===== src/common/ost_pkg.sv =====
// Constants, types and decode helper for the interval / free-run timer.
`default_nettype none
package ost_pkg;

  // Register bus geometry
  localparam int unsigned ADDR_W = 8;
  localparam int unsigned DATA_W = 32;

  // Register byte offsets
  localparam logic [ADDR_W-1:0] OFS_COMPARE = 8'h00;
  localparam logic [ADDR_W-1:0] OFS_COUNTER = 8'h04;
  localparam logic [ADDR_W-1:0] OFS_ENABLE  = 8'h10;
  localparam logic [ADDR_W-1:0] OFS_START   = 8'h14;
  localparam logic [ADDR_W-1:0] OFS_STOP    = 8'h18;
  localparam logic [ADDR_W-1:0] OFS_CONTROL = 8'h20;

  // Field positions
  localparam int unsigned TRIG_BIT = 0;
  localparam int unsigned SIE_BIT  = 0;
  localparam int unsigned MODE_BIT = 1;

  // Reset and initial values
  localparam logic [DATA_W-1:0] COMPARE_RST   = 32'h0000_0000;
  localparam logic [DATA_W-1:0] CNT_INIT_INTV = 32'hFFFF_FFFF;
  localparam logic [DATA_W-1:0] CNT_INIT_FREE = 32'h0000_0000;
  localparam logic [DATA_W-1:0] ZERO_WORD     = 32'h0000_0000;
  localparam logic [DATA_W-1:0] ONE_WORD      = 32'h0000_0001;

  // Operating mode; first member is the reset mode
  typedef enum logic {OST_INTERVAL, OST_FREERUN} ost_mode_t;

  // Register hit on the exact byte address, low bits included
  function automatic logic ost_hit(input logic [ADDR_W-1:0] addr,
                                   input logic [ADDR_W-1:0] ofs);
    ost_hit = (addr == ofs);
  endfunction

endpackage
`default_nettype wire


===== src/common/ost_ctl_if.sv =====
// Control and status bundle between the register slave and the counter core.
`timescale 1ns/10ps
`default_nettype none
interface ost_ctl_if;
  logic                               start;
  logic                               stop;
  logic                               ctl_load;
  ost_pkg::ost_mode_t                 mode;
  logic                               start_irq_en;
  logic [ost_pkg::DATA_W-1:0]         compare;
  logic [ost_pkg::DATA_W-1:0]         count;
  logic                               enabled;
  logic                               irq;

  modport regs (output start, output stop, output ctl_load, output mode,
                output start_irq_en, output compare,
                input count, input enabled, input irq);
  modport core (input start, input stop, input ctl_load, input mode,
                input start_irq_en, input compare,
                output count, output enabled, output irq);
endinterface
`default_nettype wire


===== src/hdl/ost_core.sv =====
// Counter core: interval down-count with reload, free-run up-count with match.
`timescale 1ns/10ps
`default_nettype none
module ost_core (
  // Clock and reset
  input  wire logic pclk,
  input  wire logic presetn,
  // Control and status
  ost_ctl_if.core   tif
);

  logic                        intv;
  logic [ost_pkg::DATA_W-1:0]  next_count;
  logic                        next_irq;

  assign intv = (tif.mode == ost_pkg::OST_INTERVAL);

  always_ff @(posedge pclk or negedge presetn)
  begin
    if (!presetn)
      tif.enabled <= 1'b0;
    else if (tif.start)
      tif.enabled <= 1'b1;
    else if (tif.stop)
      tif.enabled <= 1'b0;
  end

  always_comb
  begin
    next_count = tif.count;
    next_irq   = 1'b0;
    if (tif.start && (!tif.enabled || intv))
    begin
      // Fresh start, or forced restart in interval mode
      next_count = intv ? tif.compare : ost_pkg::CNT_INIT_FREE;
      next_irq   = tif.start_irq_en;
    end
    else if (tif.stop)
    begin
      // Hold count; irq drops, which ends the zero-compare level
      next_count = tif.count;
    end
    else if (tif.ctl_load)
    begin
      next_count = intv ? ost_pkg::CNT_INIT_INTV : ost_pkg::CNT_INIT_FREE;
    end
    else if (tif.enabled && intv)
    begin
      if (tif.count == ost_pkg::ZERO_WORD)
      begin
        // Compare sampled only here and on start, so mid-run rewrites wait for zero or a restart
        next_count = tif.compare;
        next_irq   = 1'b1;
      end
      else
        next_count = tif.count - ost_pkg::ONE_WORD;
    end
    else if (tif.enabled)
    begin
      // Wraps naturally through the full range
      next_count = tif.count + ost_pkg::ONE_WORD;
      next_irq   = (tif.count == tif.compare);
    end
  end

  always_ff @(posedge pclk or negedge presetn)
  begin
    if (!presetn)
      tif.count <= ost_pkg::CNT_INIT_INTV;
    else
      tif.count <= next_count;
  end

  always_ff @(posedge pclk or negedge presetn)
  begin
    if (!presetn)
      tif.irq <= 1'b0;
    else
      tif.irq <= next_irq;
  end

endmodule
`default_nettype wire


===== src/hdl/ost_timer.sv =====
// Operating-system timer top: APB register slave, core instance and checks.
`timescale 1ns/10ps
`default_nettype none
module ost_timer (
  // Clock and reset
  input  wire logic                        pclk,
  input  wire logic                        presetn,
  // APB slave
  input  wire logic                        psel,
  input  wire logic                        penable,
  input  wire logic                        pwrite,
  input  wire logic [ost_pkg::ADDR_W-1:0]  paddr,
  input  wire logic [ost_pkg::DATA_W-1:0]  pwdata,
  output var  logic [ost_pkg::DATA_W-1:0]  prdata,
  output var  logic                        pready,
  output var  logic                        pslverr,
  // Interrupt request
  output var  logic                        timer_irq
);

  ost_ctl_if tif ();

  logic                        access;
  logic                        wr;
  logic                        mapped;
  logic                        wr_start;
  logic                        wr_stop;
  logic                        wr_ctl;
  logic                        mode_select_bit;
  logic                        start_irq_enable_bit;
  logic [ost_pkg::DATA_W-1:0]  compare_value;
  logic [ost_pkg::DATA_W-1:0]  next_rdata;

  // One wait state keeps read data and pready both registered
  assign access = psel && penable && pready;
  assign wr     = access && pwrite;
  assign mapped = ost_pkg::ost_hit(paddr, ost_pkg::OFS_COMPARE)
               || ost_pkg::ost_hit(paddr, ost_pkg::OFS_COUNTER)
               || ost_pkg::ost_hit(paddr, ost_pkg::OFS_ENABLE)
               || ost_pkg::ost_hit(paddr, ost_pkg::OFS_START)
               || ost_pkg::ost_hit(paddr, ost_pkg::OFS_STOP)
               || ost_pkg::ost_hit(paddr, ost_pkg::OFS_CONTROL);

  assign wr_start = wr && ost_pkg::ost_hit(paddr, ost_pkg::OFS_START)
                    && pwdata[ost_pkg::TRIG_BIT];
  assign wr_stop  = wr && ost_pkg::ost_hit(paddr, ost_pkg::OFS_STOP)
                    && pwdata[ost_pkg::TRIG_BIT];
  // Control is locked while the counter runs
  assign wr_ctl   = wr && ost_pkg::ost_hit(paddr, ost_pkg::OFS_CONTROL)
                    && !tif.enabled;

  // Trigger bits are never stored, so they read back as zero at once
  assign tif.start        = wr_start;
  assign tif.stop         = wr_stop;
  assign tif.mode         = mode_select_bit ? ost_pkg::OST_FREERUN
                                            : ost_pkg::OST_INTERVAL;
  assign tif.start_irq_en = start_irq_enable_bit;
  assign tif.compare      = compare_value;

  always_ff @(posedge pclk or negedge presetn)
  begin
    if (!presetn)
      pready <= 1'b0;
    else
      pready <= psel && penable && !pready;
  end

  always_ff @(posedge pclk or negedge presetn)
  begin
    if (!presetn)
      pslverr <= 1'b0;
    else
      pslverr <= psel && penable && !pready && !mapped;
  end

  always_ff @(posedge pclk or negedge presetn)
  begin
    if (!presetn)
      compare_value <= ost_pkg::COMPARE_RST;
    else if (wr && ost_pkg::ost_hit(paddr, ost_pkg::OFS_COMPARE))
      compare_value <= pwdata;
  end

  always_ff @(posedge pclk or negedge presetn)
  begin
    if (!presetn)
    begin
      mode_select_bit      <= 1'b0;
      start_irq_enable_bit <= 1'b0;
    end
    else if (wr_ctl)
    begin
      mode_select_bit      <= pwdata[ost_pkg::MODE_BIT];
      start_irq_enable_bit <= pwdata[ost_pkg::SIE_BIT];
    end
  end

  // Counter takes the new mode's initial value once the mode bit has settled
  always_ff @(posedge pclk or negedge presetn)
  begin
    if (!presetn)
      tif.ctl_load <= 1'b0;
    else
      tif.ctl_load <= wr_ctl;
  end

  always_comb
  begin
    next_rdata = ost_pkg::ZERO_WORD;
    if (ost_pkg::ost_hit(paddr, ost_pkg::OFS_COMPARE))
      next_rdata = compare_value;
    else if (ost_pkg::ost_hit(paddr, ost_pkg::OFS_COUNTER))
      next_rdata = tif.count;
    else if (ost_pkg::ost_hit(paddr, ost_pkg::OFS_ENABLE))
      next_rdata[ost_pkg::TRIG_BIT] = tif.enabled;
    else if (ost_pkg::ost_hit(paddr, ost_pkg::OFS_CONTROL))
    begin
      next_rdata[ost_pkg::MODE_BIT] = mode_select_bit;
      next_rdata[ost_pkg::SIE_BIT]  = start_irq_enable_bit;
    end
  end

  always_ff @(posedge pclk or negedge presetn)
  begin
    if (!presetn)
      prdata <= ost_pkg::ZERO_WORD;
    else if (psel && penable && !pready && !pwrite)
      prdata <= next_rdata;
  end

  ost_core ost_core_inst (
    .pclk    (pclk),
    .presetn (presetn),
    .tif     (tif.core)
  );

  // Core irq is already a flip-flop
  assign timer_irq = tif.irq;

  logic intv;
  assign intv = (tif.mode == ost_pkg::OST_INTERVAL);

  start_sets_en_a: assert property (
    @(posedge pclk) disable iff (!presetn)
    tif.start |=> tif.enabled)
    else $error("start did not set enabled flag");

  stop_clears_a: assert property (
    @(posedge pclk) disable iff (!presetn)
    tif.stop |=> !tif.enabled && !timer_irq)
    else $error("stop did not clear enabled flag or irq");

  hold_stopped_a: assert property (
    @(posedge pclk) disable iff (!presetn)
    !tif.enabled && !tif.start && !tif.ctl_load |=> $stable(tif.count))
    else $error("stopped counter changed");

  intv_down_a: assert property (
    @(posedge pclk) disable iff (!presetn)
    tif.enabled && intv && !tif.start && !tif.stop
    && tif.count != ost_pkg::ZERO_WORD
    |=> tif.count == $past(tif.count) - ost_pkg::ONE_WORD)
    else $error("interval counter did not count down");

  intv_reload_a: assert property (
    @(posedge pclk) disable iff (!presetn)
    tif.enabled && intv && !tif.start && !tif.stop
    && tif.count == ost_pkg::ZERO_WORD
    |=> tif.count == $past(tif.compare) && timer_irq)
    else $error("interval reload at zero missing");

  intv_period_a: assert property (
    @(posedge pclk) disable iff (!presetn)
    tif.enabled && intv && !tif.start && !tif.stop && !tif.ctl_load
    && tif.count == 32'h0000_0003 && tif.compare != ost_pkg::ZERO_WORD
    ##1 (!tif.start && !tif.stop)[*3]
    |=> timer_irq)
    else $error("interval irq not after count reached zero");

  intv_restart_a: assert property (
    @(posedge pclk) disable iff (!presetn)
    tif.start && intv |=> tif.count == $past(tif.compare))
    else $error("interval start did not reload compare");

  start_irq_a: assert property (
    @(posedge pclk) disable iff (!presetn)
    tif.start && tif.start_irq_en && (intv || !tif.enabled) |=> timer_irq)
    else $error("start irq missing");

  zero_level_a: assert property (
    @(posedge pclk) disable iff (!presetn)
    tif.enabled && intv && tif.compare == ost_pkg::ZERO_WORD
    && tif.count == ost_pkg::ZERO_WORD && !tif.stop
    |=> timer_irq && tif.count == ost_pkg::ZERO_WORD)
    else $error("zero compare irq not held");

  free_up_a: assert property (
    @(posedge pclk) disable iff (!presetn)
    tif.enabled && !intv && !tif.stop
    |=> tif.count == $past(tif.count) + ost_pkg::ONE_WORD)
    else $error("free-run counter did not count up");

  free_match_a: assert property (
    @(posedge pclk) disable iff (!presetn)
    tif.enabled && !intv && !tif.stop && tif.count == tif.compare |=> timer_irq)
    else $error("free-run match irq missing");

  free_nomatch_a: assert property (
    @(posedge pclk) disable iff (!presetn)
    tif.enabled && !intv && !tif.start && tif.count != tif.compare |=> !timer_irq)
    else $error("free-run irq without match");

  free_zero_start_a: assert property (
    @(posedge pclk) disable iff (!presetn)
    tif.start && !intv && !tif.enabled |=> tif.count == ost_pkg::CNT_INIT_FREE)
    else $error("free-run start not from zero");

  free_ignore_a: assert property (
    @(posedge pclk) disable iff (!presetn)
    tif.start && !intv && tif.enabled
    |=> tif.count == $past(tif.count) + ost_pkg::ONE_WORD)
    else $error("free-run restart not ignored");

  merge_a: assert property (
    @(posedge pclk) disable iff (!presetn)
    tif.start && !intv && !tif.enabled && tif.start_irq_en
    && tif.compare == ost_pkg::ZERO_WORD
    ##1 (tif.compare == ost_pkg::ZERO_WORD && !tif.stop)
    |-> timer_irq ##1 timer_irq)
    else $error("merged start and match irq not two cycles");

  ctl_lock_a: assert property (
    @(posedge pclk) disable iff (!presetn)
    tif.enabled |=> $stable(mode_select_bit) && $stable(start_irq_enable_bit))
    else $error("control changed while enabled");

  irq_pulse_a: assert property (
    @(posedge pclk) disable iff (!presetn)
    timer_irq && tif.enabled && intv && !tif.start
    && tif.count != ost_pkg::ZERO_WORD
    |=> !timer_irq)
    else $error("interval irq longer than one cycle");

  bus_answer_a: assert property (
    @(posedge pclk) disable iff (!presetn)
    psel && !penable ##1 psel && penable |=> pready)
    else $error("APB answer not after one wait state");

endmodule
`default_nettype wire

===== config.mk =====
export PLATFORM = sky130hd
export DESIGN_NAME = ost_timer
export DESIGN_NICKNAME = d
export VERILOG_FILES = /design/src/common/ost_pkg.sv /design/src/common/ost_ctl_if.sv /design/src/hdl/ost_core.sv /design/src/hdl/ost_timer.sv
export SDC_FILE = /design/constraint.sdc
export NUM_CORES = 1
export LEC_CHECK = 0
export BUFFER_PORTS_ARGS = -buffer_cell sky130_fd_sc_hd__buf_2
export CAP_MARGIN = 30
export CORE_UTILIZATION = 34
export DETAILED_ROUTE_END_ITERATION = 8
export GPL_ROUTABILITY_DRIVEN = 0
export GPL_TIMING_DRIVEN = 1
export HOLD_SLACK_MARGIN = 0.1
export PLACE_DENSITY_LB_ADDON = 0.05
export SYNTH_ARGS = -nofsm -noshare
export SYNTH_HDL_FRONTEND = slang
export SYNTH_SLANG_ARGS = --single-unit

===== constraint.sdc =====
create_clock -name pclk -period 3.7 [get_ports pclk]
set_clock_uncertainty 0.15 [all_clocks]
set_input_delay 0.555 -clock pclk [delete_from_list [all_inputs] [get_ports pclk]]
set_output_delay 0.555 -clock pclk [all_outputs]
set_load 0.05 [all_outputs]

==> results.toml <==
[routing]
drt_pass1_iterations = 5
routed_wirelength_microns = 24900
via_per_inst = 5.89
wl_per_cell_microns = 23.0
vias = 6393
drc = 0
drt_iter0_drc = 555
antenna_left = 0

[sta]
worst_pin_slew_ns = 0.835
fin_hold_ws_ns = 0.269
period_share = 0.863
setup_viol_count_final = 0
slew_viol_final = 0
max_freq_mhz = 313
finalHoldViolations = 0
fin_setup_tns_ns = 0
rsz0062_at_grt = "false"
relSlewSlack = 0.443
fin_crit_ns = 3.19

[final_layout]
design_area_sq_um = 7650
fillers = 1961
utilization = 0.403
multi_input_area_sq_um = 3770
final_nets = 868
stdcell_count = 1085
num_antenna_cells = 0
syn2layout_area_growth_pct = 14.8
seq_area_sq_um = 2620
layout-drive-gt1-share = 0.247

[critical_path]
cpPeakStageDelay_ns = 0.69
cp_slowest_cell = "or4_4"
cp.required_ns = 3.83
reg2reg_slack_ns = 0.51
crit_top_cell = "or4_4"
worstSetupPathType = "flop to flop"
crit_chain = "or4_4 -> or4_4 -> or4_4 -> nor2_2 -> nor2_1 -> a311oi_1 -> nor3_1"
cp_num_buf_inv = 0
cp-end-kind = "flop"
path_max_fanout = 12
startpoint_type = "flop"
cp.arrival_ns = 3.33
worst_path_dominant_cell_family = "simple AND/OR/NAND/NOR gates"

[yosys]
synth_ff_type = "dfrtp_1"
yosysTopAreaCell = "dfrtp_1"
yosys.cell_types.count = 59
synthArstFlopShare = 1.00
synth.yosys.seq_area_share = 0.393
ys_seq_elements = 103
synth_area_per_cell_sq_um = 8.66
postSynthCellCount = 769
synth_top_area_frac = 0.267
synth_edf_count = 0
syn-num-nets = 817
synth.area.top_cells = "dfrtp_1 27%, dfstp_2 13%, a21oi_1 6.2%, xnor2_1 6.2%, mux2_2 5.6%"
netlist_area_sq_um = 6660
ys_warn_count = 0

[floorplanning]
dieArea_sq_um = 20200
dieWidth_microns = 142
core-area_sq_um = 19000
io-pin-count = 80
rows = 50
die_h_microns = 142
start_util = 0.351

[power]
p_clk_frac = 0.268
swShare = 0.400
p_int_uw = 2150
seqPwrFrac = 0.400
combPwrFrac = 0.333
powerDensity_nw_per_um2 = 470
p_leak_uw = 0.00310
vdd_drop_max_mv = 0.314
p_sw_uw = 1440

[cts]
htree_levels = 3
worstSkewPairLatency_ns = 0.36
cts_made_buffers = 9
cts_sinks = 103
clk_pin_slew_ns = 0.08
ctsLongestPathBuffers = 2
cts_setup_buffers = 0
cts_tree = "built"
cts_root_buffer = "clkbuf_16"

[status]
status = "finished, final reports clean"

[place]
dpl-instance-area_sq_um = 7350
dp_hpwl_microns = 18300
dp_cells = 1068
port_buffers = 79

[run]
maxCapViolCount = 0

[grt]
overflow = 0
grt_pass1_wl_microns = 38100
grt_pass1_vias = 6278
gr-usage-all-layers = 0.254
antenna_found_initial = 0
grt_max_degree = 65

[hold_path]
min_path_type = "input pin to flop"
final timing paths:
check                                                 start  cells past startpoint                           to
worst max-delay path            ost_core_inst.tif.count[18]                      7  ost_core_inst.tif.count[24]
max in group asynchronous                           presetn                      3            compare_value[24]
min in group asynchronous                           presetn                      2                      pslverr
worst min-delay path                             pwdata[12]                      2            compare_value[12]
worst min register to register                    prdata[3]                      2                    prdata[3]
worst max register to register  ost_core_inst.tif.count[18]                      7  ost_core_inst.tif.count[24]
layout by cell type (no fill, tap or decap), types with 4 or more instances in the layout:
| master | count |
|---|---|
| clkbuf_16 | 9 |
| a21oi_1 | 82 |
| nand3_1 | 20 |
| o221ai_1 | 6 |
| dfstp_2 | 32 |
| a22oi_1 | 34 |
| o31ai_1 | 4 |
| o21a_1 | 6 |
| xor2_1 | 16 |
| a31oi_1 | 9 |
| nor4b_1 | 4 |
| or2_2 | 4 |
| a211oi_1 | 6 |
| buf_4 | 26 |
| dfrtp_1 | 71 |
| and4_1 | 7 |
| nand2_1 | 45 |
| xnor2_1 | 47 |
| buf_2 | 78 |
| inv_1 | 9 |
| a221oi_1 | 10 |
| a21o_1 | 8 |
| nor3_1 | 29 |
| o211ai_1 | 4 |
| nor4_1 | 19 |
| nor2_1 | 88 |
| or3_1 | 9 |
| nand4_1 | 27 |
| o21ai_0 | 28 |
| mux2_2 | 33 |
metal layers:
metal	routed length, microns	up-vias	global-route usage
met5	0	-	0
met4	594	0	0.0724
met3	1430	38	0.0427
met2	12100	260	0.431
met1	10800	3156	0.331
li1	-	2939	-
final cells by class:
| type | instances | area share |
|---|---|---|
| repair buffers | 106 | 0.0805 |
| clock inverters | 7 | 0.00851 |
| inverters | 9 | 0.00442 |
| multi-input cells | 591 | 0.492 |
| well taps | 260 | 0.0425 |
| flip-flops and latches | 103 | 0.342 |
| clock buffers | 9 | 0.0294 |
cells in the mapped netlist (5+ instances only):
master    number
a21oi_1       83
nand4_1       27
nor4_1        19
a21o_1         8
a221oi_1      10
o21a_1         6
nand3_1       20
buf_2          5
nand2_1       45
a22oi_1       34
and4_1         7
dfstp_2       32
nor2_1        89
xor2_1        16
o221ai_1       6
dfrtp_1       71
inv_1          9
a211oi_1       6
o21ai_0       28
xnor2_1       47
buf_1          5
clkbuf_1      54
nor3_1        29
mux2_2        33
a31oi_1        9
or3_1          9
sequential cells by signal (all words and copies together) (netlist names):
name                       count
compare_value                 32
mode_select_bit                1
ost_core_inst.tif.count       32
ost_core_inst.tif.enabled      1
ost_core_inst.tif.irq          1
prdata                        32
pready                         1
pslverr                        1
start_irq_enable_bit           1
tif.ctl_load                   1
through the flow:
stage	total power, uW	setup slack [ns]
4_1_cts	3610	0.513
2_1_floorplan	2290	0.774
3_3_place_gp	2630	0.558
5_1_grt	3790	0.347
3_5_place_dp	2630	0.535
6_report	3590	0.505
timing repair:
action                                 CTS  global route
gates resized for setup                  0             0
endpoints found under the hold margin   24             0
hold buffers                             1             0
power by group through the flow:
stage          Sequential [uW]  Clock, uW  Combinational (uW)
2_1_floorplan             1560          0                 723
3_3_place_gp              1440          0                1180
3_5_place_dp              1450          0                1180
4_1_cts                   1430        994                1190
5_1_grt                   1450       1030                1310
6_report                  1430        961                1200
kinds of logic (layout without fill, tap and decap cells):
logic type	after synthesis	count (layout)	synth area share
AND/OR/NAND/NOR	275	275	0.210
adder cells (fa/ha/maj)	3	3	0.00564
buffers and inverters	75	131	0.0455
flip-flops	103	103	0.393
multiplexers	33	33	0.0558
XOR/XNOR	63	63	0.0828
AO/OA/AOI/OAI	217	217	0.207
(Power assumes the default switching activity.)
